==> config.mk <==
export PLATFORM = sky130hd
export DESIGN_NAME = rafc_top
export DESIGN_NICKNAME = d
export VERILOG_FILES = /design/src/shared/rafc_pkg.sv /design/src/rtl/rafc_top.sv
export VERILOG_INCLUDE_DIRS = /design/src /design/src/shared
export SDC_FILE = /design/constraint.sdc
export NUM_CORES = 1
export LEC_CHECK = 0
export BUFFER_PORTS_ARGS = -buffer_cell sky130_fd_sc_hd__buf_2
export CORE_MARGIN = 2
export CORE_UTILIZATION = 60
export CTS_CLUSTER_SIZE = 25
export DETAILED_ROUTE_END_ITERATION = 10
export GPL_TIMING_DRIVEN = 0
export PLACE_DENSITY = 0.95
export SLEW_MARGIN = 0
export SYNTH_ARGS = -nofsm -noshare
export SYNTH_HDL_FRONTEND = slang
export SYNTH_SLANG_ARGS = --single-unit
==> constraint.sdc <==
create_clock -name mclk -period 9 [get_ports mclk]
set_input_delay 0.9 -clock mclk [delete_from_list [all_inputs] [get_ports mclk]]
set_output_delay 0.9 -clock mclk [all_outputs]
set_load 0.05 [all_outputs]
==> src/shared/rafc_defs.svh <==
// constants of the receive automatic flow controller
//------------------------------------------------------------
// Overview of operation
// - no pause or jam while transmitter off
// - high threshold bits 23:16, 64-byte units
// - one pause frame at high, MAC time
// - half duplex: jam selected frames for duration
// - low threshold bits 15:8 sends zero pause
// - zero pause only after real pause sent
// - zero pause active when any select set
// - duration code bits 7:4, unused full duplex
// - duration table, 10M adds 2.2 us
// - multicast select bit 3 jams multicasts
// - broadcast select bit 2 jams broadcasts
// - own-address select bit 1 jams own frames
// - select bits 3:1 in full duplex only enable the zero pause
// - any-frame bit 0, sole full duplex pause enable
// - any-frame half duplex acts at preamble
// - any-frame full duplex requests pause immediately
// - any-frame bit overrides bits 3:1
//------------------------------------------------------------
`ifndef RAFC_DEFS_SVH
`define RAFC_DEFS_SVH
`define RAFC_CFG_ADDR     8'hAC
`define RAFC_STAT_ADDR    8'hB4
`define RAFC_HI_MSB       23
`define RAFC_HI_LSB       16
`define RAFC_LO_MSB       15
`define RAFC_LO_LSB       8
`define RAFC_DUR_MSB      7
`define RAFC_DUR_LSB      4
`define RAFC_SEL_MSB      3
`define RAFC_SEL_LSB      0
`define RAFC_SEL_MC       3
`define RAFC_SEL_BC       2
`define RAFC_SEL_OWN      1
`define RAFC_SEL_ANY      0
`define RAFC_UNIT_SHIFT   6'h06
`define RAFC_CFG_RESET    24'h00_0000
`define RAFC_CLK_MHZ      250
`define RAFC_TICK_NS      100
`define RAFC_BP_SHORT_TK  13'h0032
`define RAFC_BP_MID_TK    13'h00FA
`define RAFC_BP_LONG_TK   13'h01F4
`define RAFC_BP_10M_TK    13'h0016
`define RAFC_SHORT_CODES  4'h3
`endif

==> src/shared/rafc_pkg.sv <==
// types of the receive automatic flow controller
`default_nettype none
package rafc_pkg;
    typedef struct packed {
        logic [7:0] fifo_high_threshold;
        logic [7:0] fifo_low_threshold;
        logic [3:0] jam_duration_code;
        logic [3:0] select_bits;
    } rafc_cfg_type;

    typedef struct packed {
        logic frame_start;
        logic addr_valid;
        logic is_multicast;
        logic is_broadcast;
        logic is_own;
    } rafc_rx_type;

    typedef enum logic [3:0] {
        FC_IDLE   = 4'h1,
        FC_PAUSE  = 4'h2,
        FC_HELD   = 4'h4,
        FC_RESUME = 4'h8
    } rafc_fc_state_type;
endpackage : rafc_pkg
`default_nettype wire

==> src/rtl/rafc_top.sv <==
// receive automatic flow controller with apb configuration
`include "rafc_defs.svh"
`default_nettype none
module rafc_top
    import rafc_pkg::*;
#(
    parameter int FIFO_BW     = 14,
    parameter int TICK_CYCLES = `RAFC_TICK_NS * `RAFC_CLK_MHZ / 1000
) (
    input  wire logic               mclk,           // mac clock
    input  wire logic               rst,            // async reset
    input  wire logic               psel,           // apb select
    input  wire logic               penable,        // apb enable
    input  wire logic               pwrite,         // apb direction
    input  wire logic [7:0]         paddr,          // apb byte address
    input  wire logic [31:0]        pwdata,         // apb write data
    output logic                    pready,         // apb ready
    output logic [31:0]             prdata,         // apb read data
    output logic                    pslverr,        // apb error
    input  wire logic               tx_enable,      // mac transmitter on
    input  wire logic               full_duplex,    // duplex mode
    input  wire logic               speed_10,       // 10 mbit link
    input  wire logic [FIFO_BW-1:0] rx_fifo_bytes,  // rx fifo level
    input  wire rafc_rx_type        rx_event,       // rx frame events
    input  wire logic [15:0]        pause_time_value, // mac pause time
    output logic                    pause_req,      // pause request
    input  wire logic               pause_ack,      // pause frame sent
    output logic [15:0]             pause_time,     // time to send
    output logic                    jam             // back pressure
);
    //--------------------------------------------------------
    // registers
    //--------------------------------------------------------
    rafc_cfg_type      cfg;
    rafc_fc_state_type state;
    rafc_fc_state_type next_state;
    logic [12:0]       jam_cnt;
    logic [15:0]       tick_cnt;
    logic              tick_en;

    //--------------------------------------------------------
    // duration table in 100 ns ticks
    //--------------------------------------------------------
    function automatic logic [12:0] dur_ticks(
        input logic [3:0] code,
        input logic       ten
    );
        logic [12:0] base;
        base = 13'h0000;
        if (code < `RAFC_SHORT_CODES) begin
            base = 13'(({9'h000, code} + 13'h0001) * `RAFC_BP_SHORT_TK);
        end else if (code == `RAFC_SHORT_CODES) begin
            base = `RAFC_BP_MID_TK;
        end else begin
            base = 13'(({9'h000, code} - 13'h0003) * `RAFC_BP_LONG_TK);
        end
        // 10 mbit entries run longer by a fixed amount
        dur_ticks = ten ? 13'(base + `RAFC_BP_10M_TK) : base;
    endfunction : dur_ticks

    //--------------------------------------------------------
    // apb decode
    //--------------------------------------------------------
    wire         setup    = psel && !penable;
    wire         access   = psel && penable;
    wire         hit_cfg  = (paddr == `RAFC_CFG_ADDR);
    wire         hit_stat = (paddr == `RAFC_STAT_ADDR);
    wire         mapped   = hit_cfg || hit_stat;
    wire         cfg_wr   = access && pwrite && hit_cfg;
    wire [31:0]  cfg_word = {8'h00, cfg.fifo_high_threshold,
                             cfg.fifo_low_threshold,
                             cfg.jam_duration_code, cfg.select_bits};
    wire [31:0]  stat_word;
    wire [31:0]  rd_word  = hit_cfg  ? cfg_word :
                            hit_stat ? stat_word : 32'h0000_0000;

    assign pready  = 1'b1;
    assign pslverr = access && !mapped;

    always_ff @(posedge mclk or posedge rst) begin
        if (rst) begin
            prdata <= 32'h0000_0000;
        end else if (setup && !pwrite) begin
            prdata <= rd_word;
        end
    end

    always_ff @(posedge mclk or posedge rst) begin
        if (rst) begin
            cfg <= `RAFC_CFG_RESET;
        end else if (cfg_wr) begin
            cfg.fifo_high_threshold <= pwdata[`RAFC_HI_MSB:`RAFC_HI_LSB];
            cfg.fifo_low_threshold  <= pwdata[`RAFC_LO_MSB:`RAFC_LO_LSB];
            cfg.jam_duration_code   <= pwdata[`RAFC_DUR_MSB:`RAFC_DUR_LSB];
            cfg.select_bits         <= pwdata[`RAFC_SEL_MSB:`RAFC_SEL_LSB];
        end
    end

    //--------------------------------------------------------
    // threshold compare
    //--------------------------------------------------------
    wire [FIFO_BW-1:0] hi_bytes =
        FIFO_BW'({6'h00, cfg.fifo_high_threshold} << `RAFC_UNIT_SHIFT);
    wire [FIFO_BW-1:0] lo_bytes =
        FIFO_BW'({6'h00, cfg.fifo_low_threshold} << `RAFC_UNIT_SHIFT);
    wire at_high   = rx_fifo_bytes >= hi_bytes;
    wire below_low = rx_fifo_bytes <  lo_bytes;

    wire sel_any = cfg.select_bits[`RAFC_SEL_ANY];
    wire afc_on  = |cfg.select_bits;

    //--------------------------------------------------------
    // full duplex pause sequencing
    //--------------------------------------------------------
    wire fd_go   = tx_enable && full_duplex;
    wire start_p = fd_go && sel_any && at_high;
    wire start_r = fd_go && afc_on && below_low;
    wire sent    = pause_req && pause_ack;

    always_comb begin
        next_state = state;
        unique case (state)
            FC_IDLE: begin
                if (start_p) begin
                    next_state = FC_PAUSE;
                end
            end
            FC_PAUSE: begin
                if (sent) begin
                    next_state = FC_HELD;
                end else if (!start_p) begin
                    next_state = FC_IDLE;
                end
            end
            FC_HELD: begin
                if (start_r) begin
                    next_state = FC_RESUME;
                end
            end
            FC_RESUME: begin
                if (sent) begin
                    next_state = FC_IDLE;
                end else if (!start_r) begin
                    next_state = FC_HELD;
                end
            end
            default: begin
                next_state = FC_IDLE;
            end
        endcase
    end

    always_ff @(posedge mclk or posedge rst) begin
        if (rst) begin
            state <= FC_IDLE;
        end else begin
            state <= next_state;
        end
    end

    // pause time latched as the request opens
    always_ff @(posedge mclk or posedge rst) begin
        if (rst) begin
            pause_time <= 16'h0000;
        end else if (state == FC_IDLE && next_state == FC_PAUSE) begin
            pause_time <= pause_time_value;
        end else if (next_state == FC_RESUME) begin
            pause_time <= 16'h0000;
        end
    end

    // request held until the mac reports the frame sent, or dropped once its start condition goes away
    assign pause_req = tx_enable && full_duplex &&
                       (state == FC_PAUSE || state == FC_RESUME);

    //--------------------------------------------------------
    // half duplex back pressure
    //--------------------------------------------------------
    wire hd_go    = tx_enable && !full_duplex && at_high;
    wire addr_hit =
        (rx_event.is_multicast && cfg.select_bits[`RAFC_SEL_MC])  ||
        (rx_event.is_broadcast && cfg.select_bits[`RAFC_SEL_BC])  ||
        (rx_event.is_own       && cfg.select_bits[`RAFC_SEL_OWN]);
    wire any_trig = sel_any && rx_event.frame_start;
    wire sel_trig = !sel_any && rx_event.addr_valid && addr_hit;
    wire jam_go   = hd_go && (any_trig || sel_trig);
    wire jam_act  = (jam_cnt != 13'h0000);

    always_ff @(posedge mclk or posedge rst) begin
        if (rst) begin
            tick_cnt <= 16'h0000;
        end else if (tick_en || jam_go) begin
            tick_cnt <= 16'h0000;
        end else begin
            tick_cnt <= tick_cnt + 16'h0001;
        end
    end
    assign tick_en = (tick_cnt == 16'(TICK_CYCLES - 1));

    always_ff @(posedge mclk or posedge rst) begin
        if (rst) begin
            jam_cnt <= 13'h0000;
        end else if (!tx_enable || full_duplex) begin
            jam_cnt <= 13'h0000;
        end else if (jam_go && !jam_act) begin
            jam_cnt <= dur_ticks(cfg.jam_duration_code, speed_10);
        end else if (jam_act && tick_en) begin
            jam_cnt <= jam_cnt - 13'h0001;
        end
    end

    assign jam = jam_act && tx_enable && !full_duplex;

    //--------------------------------------------------------
    // status word
    //--------------------------------------------------------
    assign stat_word = {2'b00, 14'(rx_fifo_bytes), 13'h0000, at_high, jam_act,
                        (state == FC_HELD || state == FC_RESUME)};
endmodule : rafc_top
`default_nettype wire

==> implementation parameters <==
Parameter                              Value

Global routing
  Grt ovf ... 0
  Number of global-route vias before repair ... about 6000
  Pin count of the biggest net entering global routing ... 57
  Wire length of the first global-routing pass ... about 28000 um
  Global-route total usage across every layer ... 30.4%
  Number of antenna violations at the first check in global routing ... 1

Clock network
  Clock-pin slew on the worst setup and hold paths ... approximately 100 ps
  Longest Clk Path Bufs ... 2
  CTS buffer count ... 9
  # Post-CTS Setup Buffers ... 0
  # clock sinks ... 103
  Worst-skew pair later-pin latency ... between 300 and 400 ps
  Level count of the clock H-tree ... 3
  TritonCTS clock tree ... built
  Root Buffer ... clkbuf_8
  Number of hold-repair buffers added at the cts stage ... 0
  Number of gates given a new drive strength after cts ... 0

Route
  Detail Route Antenna Nets ... 0
  DRC violation count after routing ... 0
  1st-pass router iterations ... 5
  Wire per inst ... about 17 um
  Drt total wl ... 17600 um
  First DRT Iteration DRCs ... 473
  Via Count ... 6157
  Vias per cell ... 6.04

Die
  Die Footprint ... 0.0119 mm^2
  Area of the core ... 0.0108 mm^2
  Floorplan row count ... 38
  Ports ... 136
  Initial Util ... 61.4%
  Die boundary height ... ~110 um
  Die X-Extent ... about 110 um

Place
  HPWL after detailed placement ... 13100 um
  Count of port buffers added during placement ... 123
  Routability-driven placement congestion ratio ... 0.898

STA
  Tightest slew margin relative to the limit ... 47.6%
  # setup viols final ... 0
  Clock period minus worst slack ... 5210 ps
  Number of hold violations in the final report ... 0
  Fmax ... 0.192 GHz
  Share of the clock period used by the worst path ... 57.9%
  Max Clock Skew ... 21.1 ps
  Max-slew violation count ... 0
  Worst hold-check slack ... 472 ps
  Worst slew pin tran ... 778 ps
  Unrepaired setup endpoints after global routing ... no
  Setup total negative slack ... 0 ps

Layout
  Area of the multi-input gates ... 0.00371 mm^2
  Fraction of layout instances using a drive strength above 1 ... approximately a fifth
  Utilization after layout ... roughly 71%
  Area Overhead vs Synth ... 15.6%
  Number of fillers in the final layout ... 743
  Net total in the final layout ... about 1000
  Sequential cell area in the final layout ... 0.00258 mm^2

Critical path
  FF-to-FF path depth ... 18
  Arrival @ worst endpoint ... 5450 ps
  Crit. End Element ... register
  Worst Path Required ... 9230 ps
  Critical-path maximum fanout ... 10
  Category of the critical setup timing path ... register to register
  CP Launch Type ... register

Synth
  Commonest register cell after synthesis ... dfrtp_1
  Register bit total from synthesis ... 103
  Mapped cell area ... 0.00665 mm^2
  Number of different library cells in the post-synthesis netlist ... 76
  Post-synth EDFFs ... 0
  Top area cells in the synthesized netlist ... dfrtp_1, ha_1, nand2_1
  Gate count after technology mapping ... 738
  Sequential fraction of the synthesis area ... 38.8%
  Ys Warns ... 0
  Most instantiated library cell after synthesis ... nand2_1
  Async set-or-reset flop fraction in the synthesized netlist ... 100%
  Largest area contributor in the synthesized netlist ... dfrtp_1
  Ranking of synthesized cells by instance count ... nand2_1, dfrtp_1, nor2_1
  Area share of the leading cell type in the synthesized netlist ... 38.4%
  Post-synthesis area per instance ... about 9.0 um^2

Job
  Number of max-capacitance violations reported ... 0

Run status
  Outcome ... finished clean

Power and ir drop
  Static Leak ... 4.00 nW
  VDD IR max ... around 0.12 mV
  Total Power ... 0.00107 W
  PD cells ... around 140 mW/mm^2

Worst hold path
  WHS Path Cells ... 2
  Kind of path behind the tightest hold check ... register to register
==> power breakdown <==
group | total (W) | internal [W] | switching (W) | leakage [nW]
Combinational | 0.000246 | 0.0000941 | 0.000152 | 2.57
Sequential | 0.000513 | 0.000488 | 0.0000246 | 1.32
Clock | 0.000316 | 0.000135 | 0.000181 | 0.109
Total | 0.00107 | 0.000718 | 0.000357 | 4.00
==> placed cells by master (no fill, tap or decap), types with 3 or more instances in the layout <==
| cell type | netlist | routed |
|---|---|---|
| a21boi_0 | 3 | 3 |
| a21o_1 | 11 | 11 |
| a21oi_1 | 22 | 22 |
| a221oi_1 | 10 | 10 |
| a31oi_1 | 4 | 4 |
| and2_1 | 3 | 3 |
| and3_1 | 7 | 7 |
| buf_2 | 8 | 131 |
| buf_4 | 6 | 6 |
| clkbuf_1 | 19 | 19 |
| clkbuf_8 | 0 | 9 |
| conb_1 | 2 | 3 |
| dfrtp_1 | 102 | 102 |
| fa_1 | 8 | 8 |
| ha_1 | 57 | 57 |
| inv_1 | 55 | 54 |
| mux2_2 | 7 | 7 |
| mux2i_1 | 3 | 3 |
| nand2_1 | 116 | 116 |
| nand2b_1 | 4 | 4 |
| nand3_1 | 48 | 48 |
| nand4_1 | 5 | 5 |
| nor2_1 | 66 | 66 |
| nor2b_1 | 7 | 7 |
| nor3_1 | 11 | 11 |
| nor4_1 | 6 | 6 |
| nor4b_1 | 3 | 3 |
| o2111ai_1 | 4 | 4 |
| o21ai_0 | 30 | 30 |
| o22ai_1 | 5 | 5 |
| xnor2_1 | 28 | 28 |
| xor2_1 | 18 | 18 |
==> kinds of logic (layout without fill, tap and decap cells) <==
| group | after synthesis | after routing | synth area share [%] |
|---|---|---|---|
| flops | 103 | 103 | 38.8 |
| mux | 10 | 10 | 1.64 |
| fa+ha+maj | 65 | 65 | 13.1 |
| simple gates | 306 | 306 | 22.7 |
| xor+xnor | 47 | 47 | 6.30 |
| compound gates | 115 | 115 | 11.8 |
| other cells | 2 | 4 | 0.113 |
| buf+inv | 90 | 230 | 5.59 |
==> final timing paths <==
| path | start | end | slack (ps) |
|---|---|---|---|
| max | cfg[4]$_DFFE_PP0P_ | jam_cnt[10]$_DFFE_PP0P_ | 3790 |
| min | prdata[8]$_DFFE_PP0P_ | prdata[8]$_DFFE_PP0P_ | 470 |
| max reg2reg | cfg[4]$_DFFE_PP0P_ | jam_cnt[10]$_DFFE_PP0P_ | 3790 |
| min reg2reg | prdata[8]$_DFFE_PP0P_ | prdata[8]$_DFFE_PP0P_ | 470 |
| max in group asynchronous | rst | prdata[12]$_DFFE_PP0P_ | 7710 |
| min in group asynchronous | rst | tick_cnt[12]$_DFF_PP0_ | 590 |
==> layer usage <==
metal / vias up / wire length [um] / track usage (%)
met2: 364 / 8630 / 50.3
met4: 0 / 666 / 12.8
met1: 2914 / 6770 / 38.9
li1: 2800 / - / -
met5: - / 0 / 0
met3: 79 / 1530 / 6.58
==> metrics by stage <==
| step | setup slack (ps) | instance area [um^2] | instances |
|---|---|---|---|
| floorplan | 4590 | 6660 | 739 |
| detailed placement | 3900 | 7480 | 1003 |
| global placement | 3990 | 7450 | 1002 |
| global route | 3490 | 7690 | 1020 |
| finish | 3790 | 7690 | 1020 |
| CTS | 3850 | 7690 | 1019 |
==> flip-flops by register name, indices dropped and copies added, names as in the netlist <==
register / cells
prdata: 30
state: 4
jam_cnt: 13
pause_time: 16
tick_cnt: 16
cfg: 24
==> worst max-delay path, cell delays in order (launching register included) <==
cell and delay, ps:
dfrtp_1 470, clkbuf_1 400, inv_1 260, ha_1 490
xor2_1 400, xnor2_1 130, ha_1 200, or2_2 300
fa_1 510, inv_1 50, fa_1 500, inv_1 50
ha_1 340, a21oi_1 160, o21ai_0 120, xnor2_1 150
o22ai_1 270, xnor2_1 160, o22ai_1 100
==> final cells by class <==
| cell class | count | share of cell area (%) |
|---|---|---|
| Multi-Input combinational cell | 546 | 48.2 |
| Sequential cell | 103 | 33.5 |
| Timing Repair Buffer | 124 | 8.36 |
| Inverter | 55 | 2.72 |
| Tap cell | 140 | 2.28 |
| Buffer | 35 | 2.15 |
| Clock buffer | 9 | 1.61 |
| Clock inverter | 7 | 1.15 |
| Antenna cell | 1 | 0.0325 |
(Power assumes the default switching activity.)
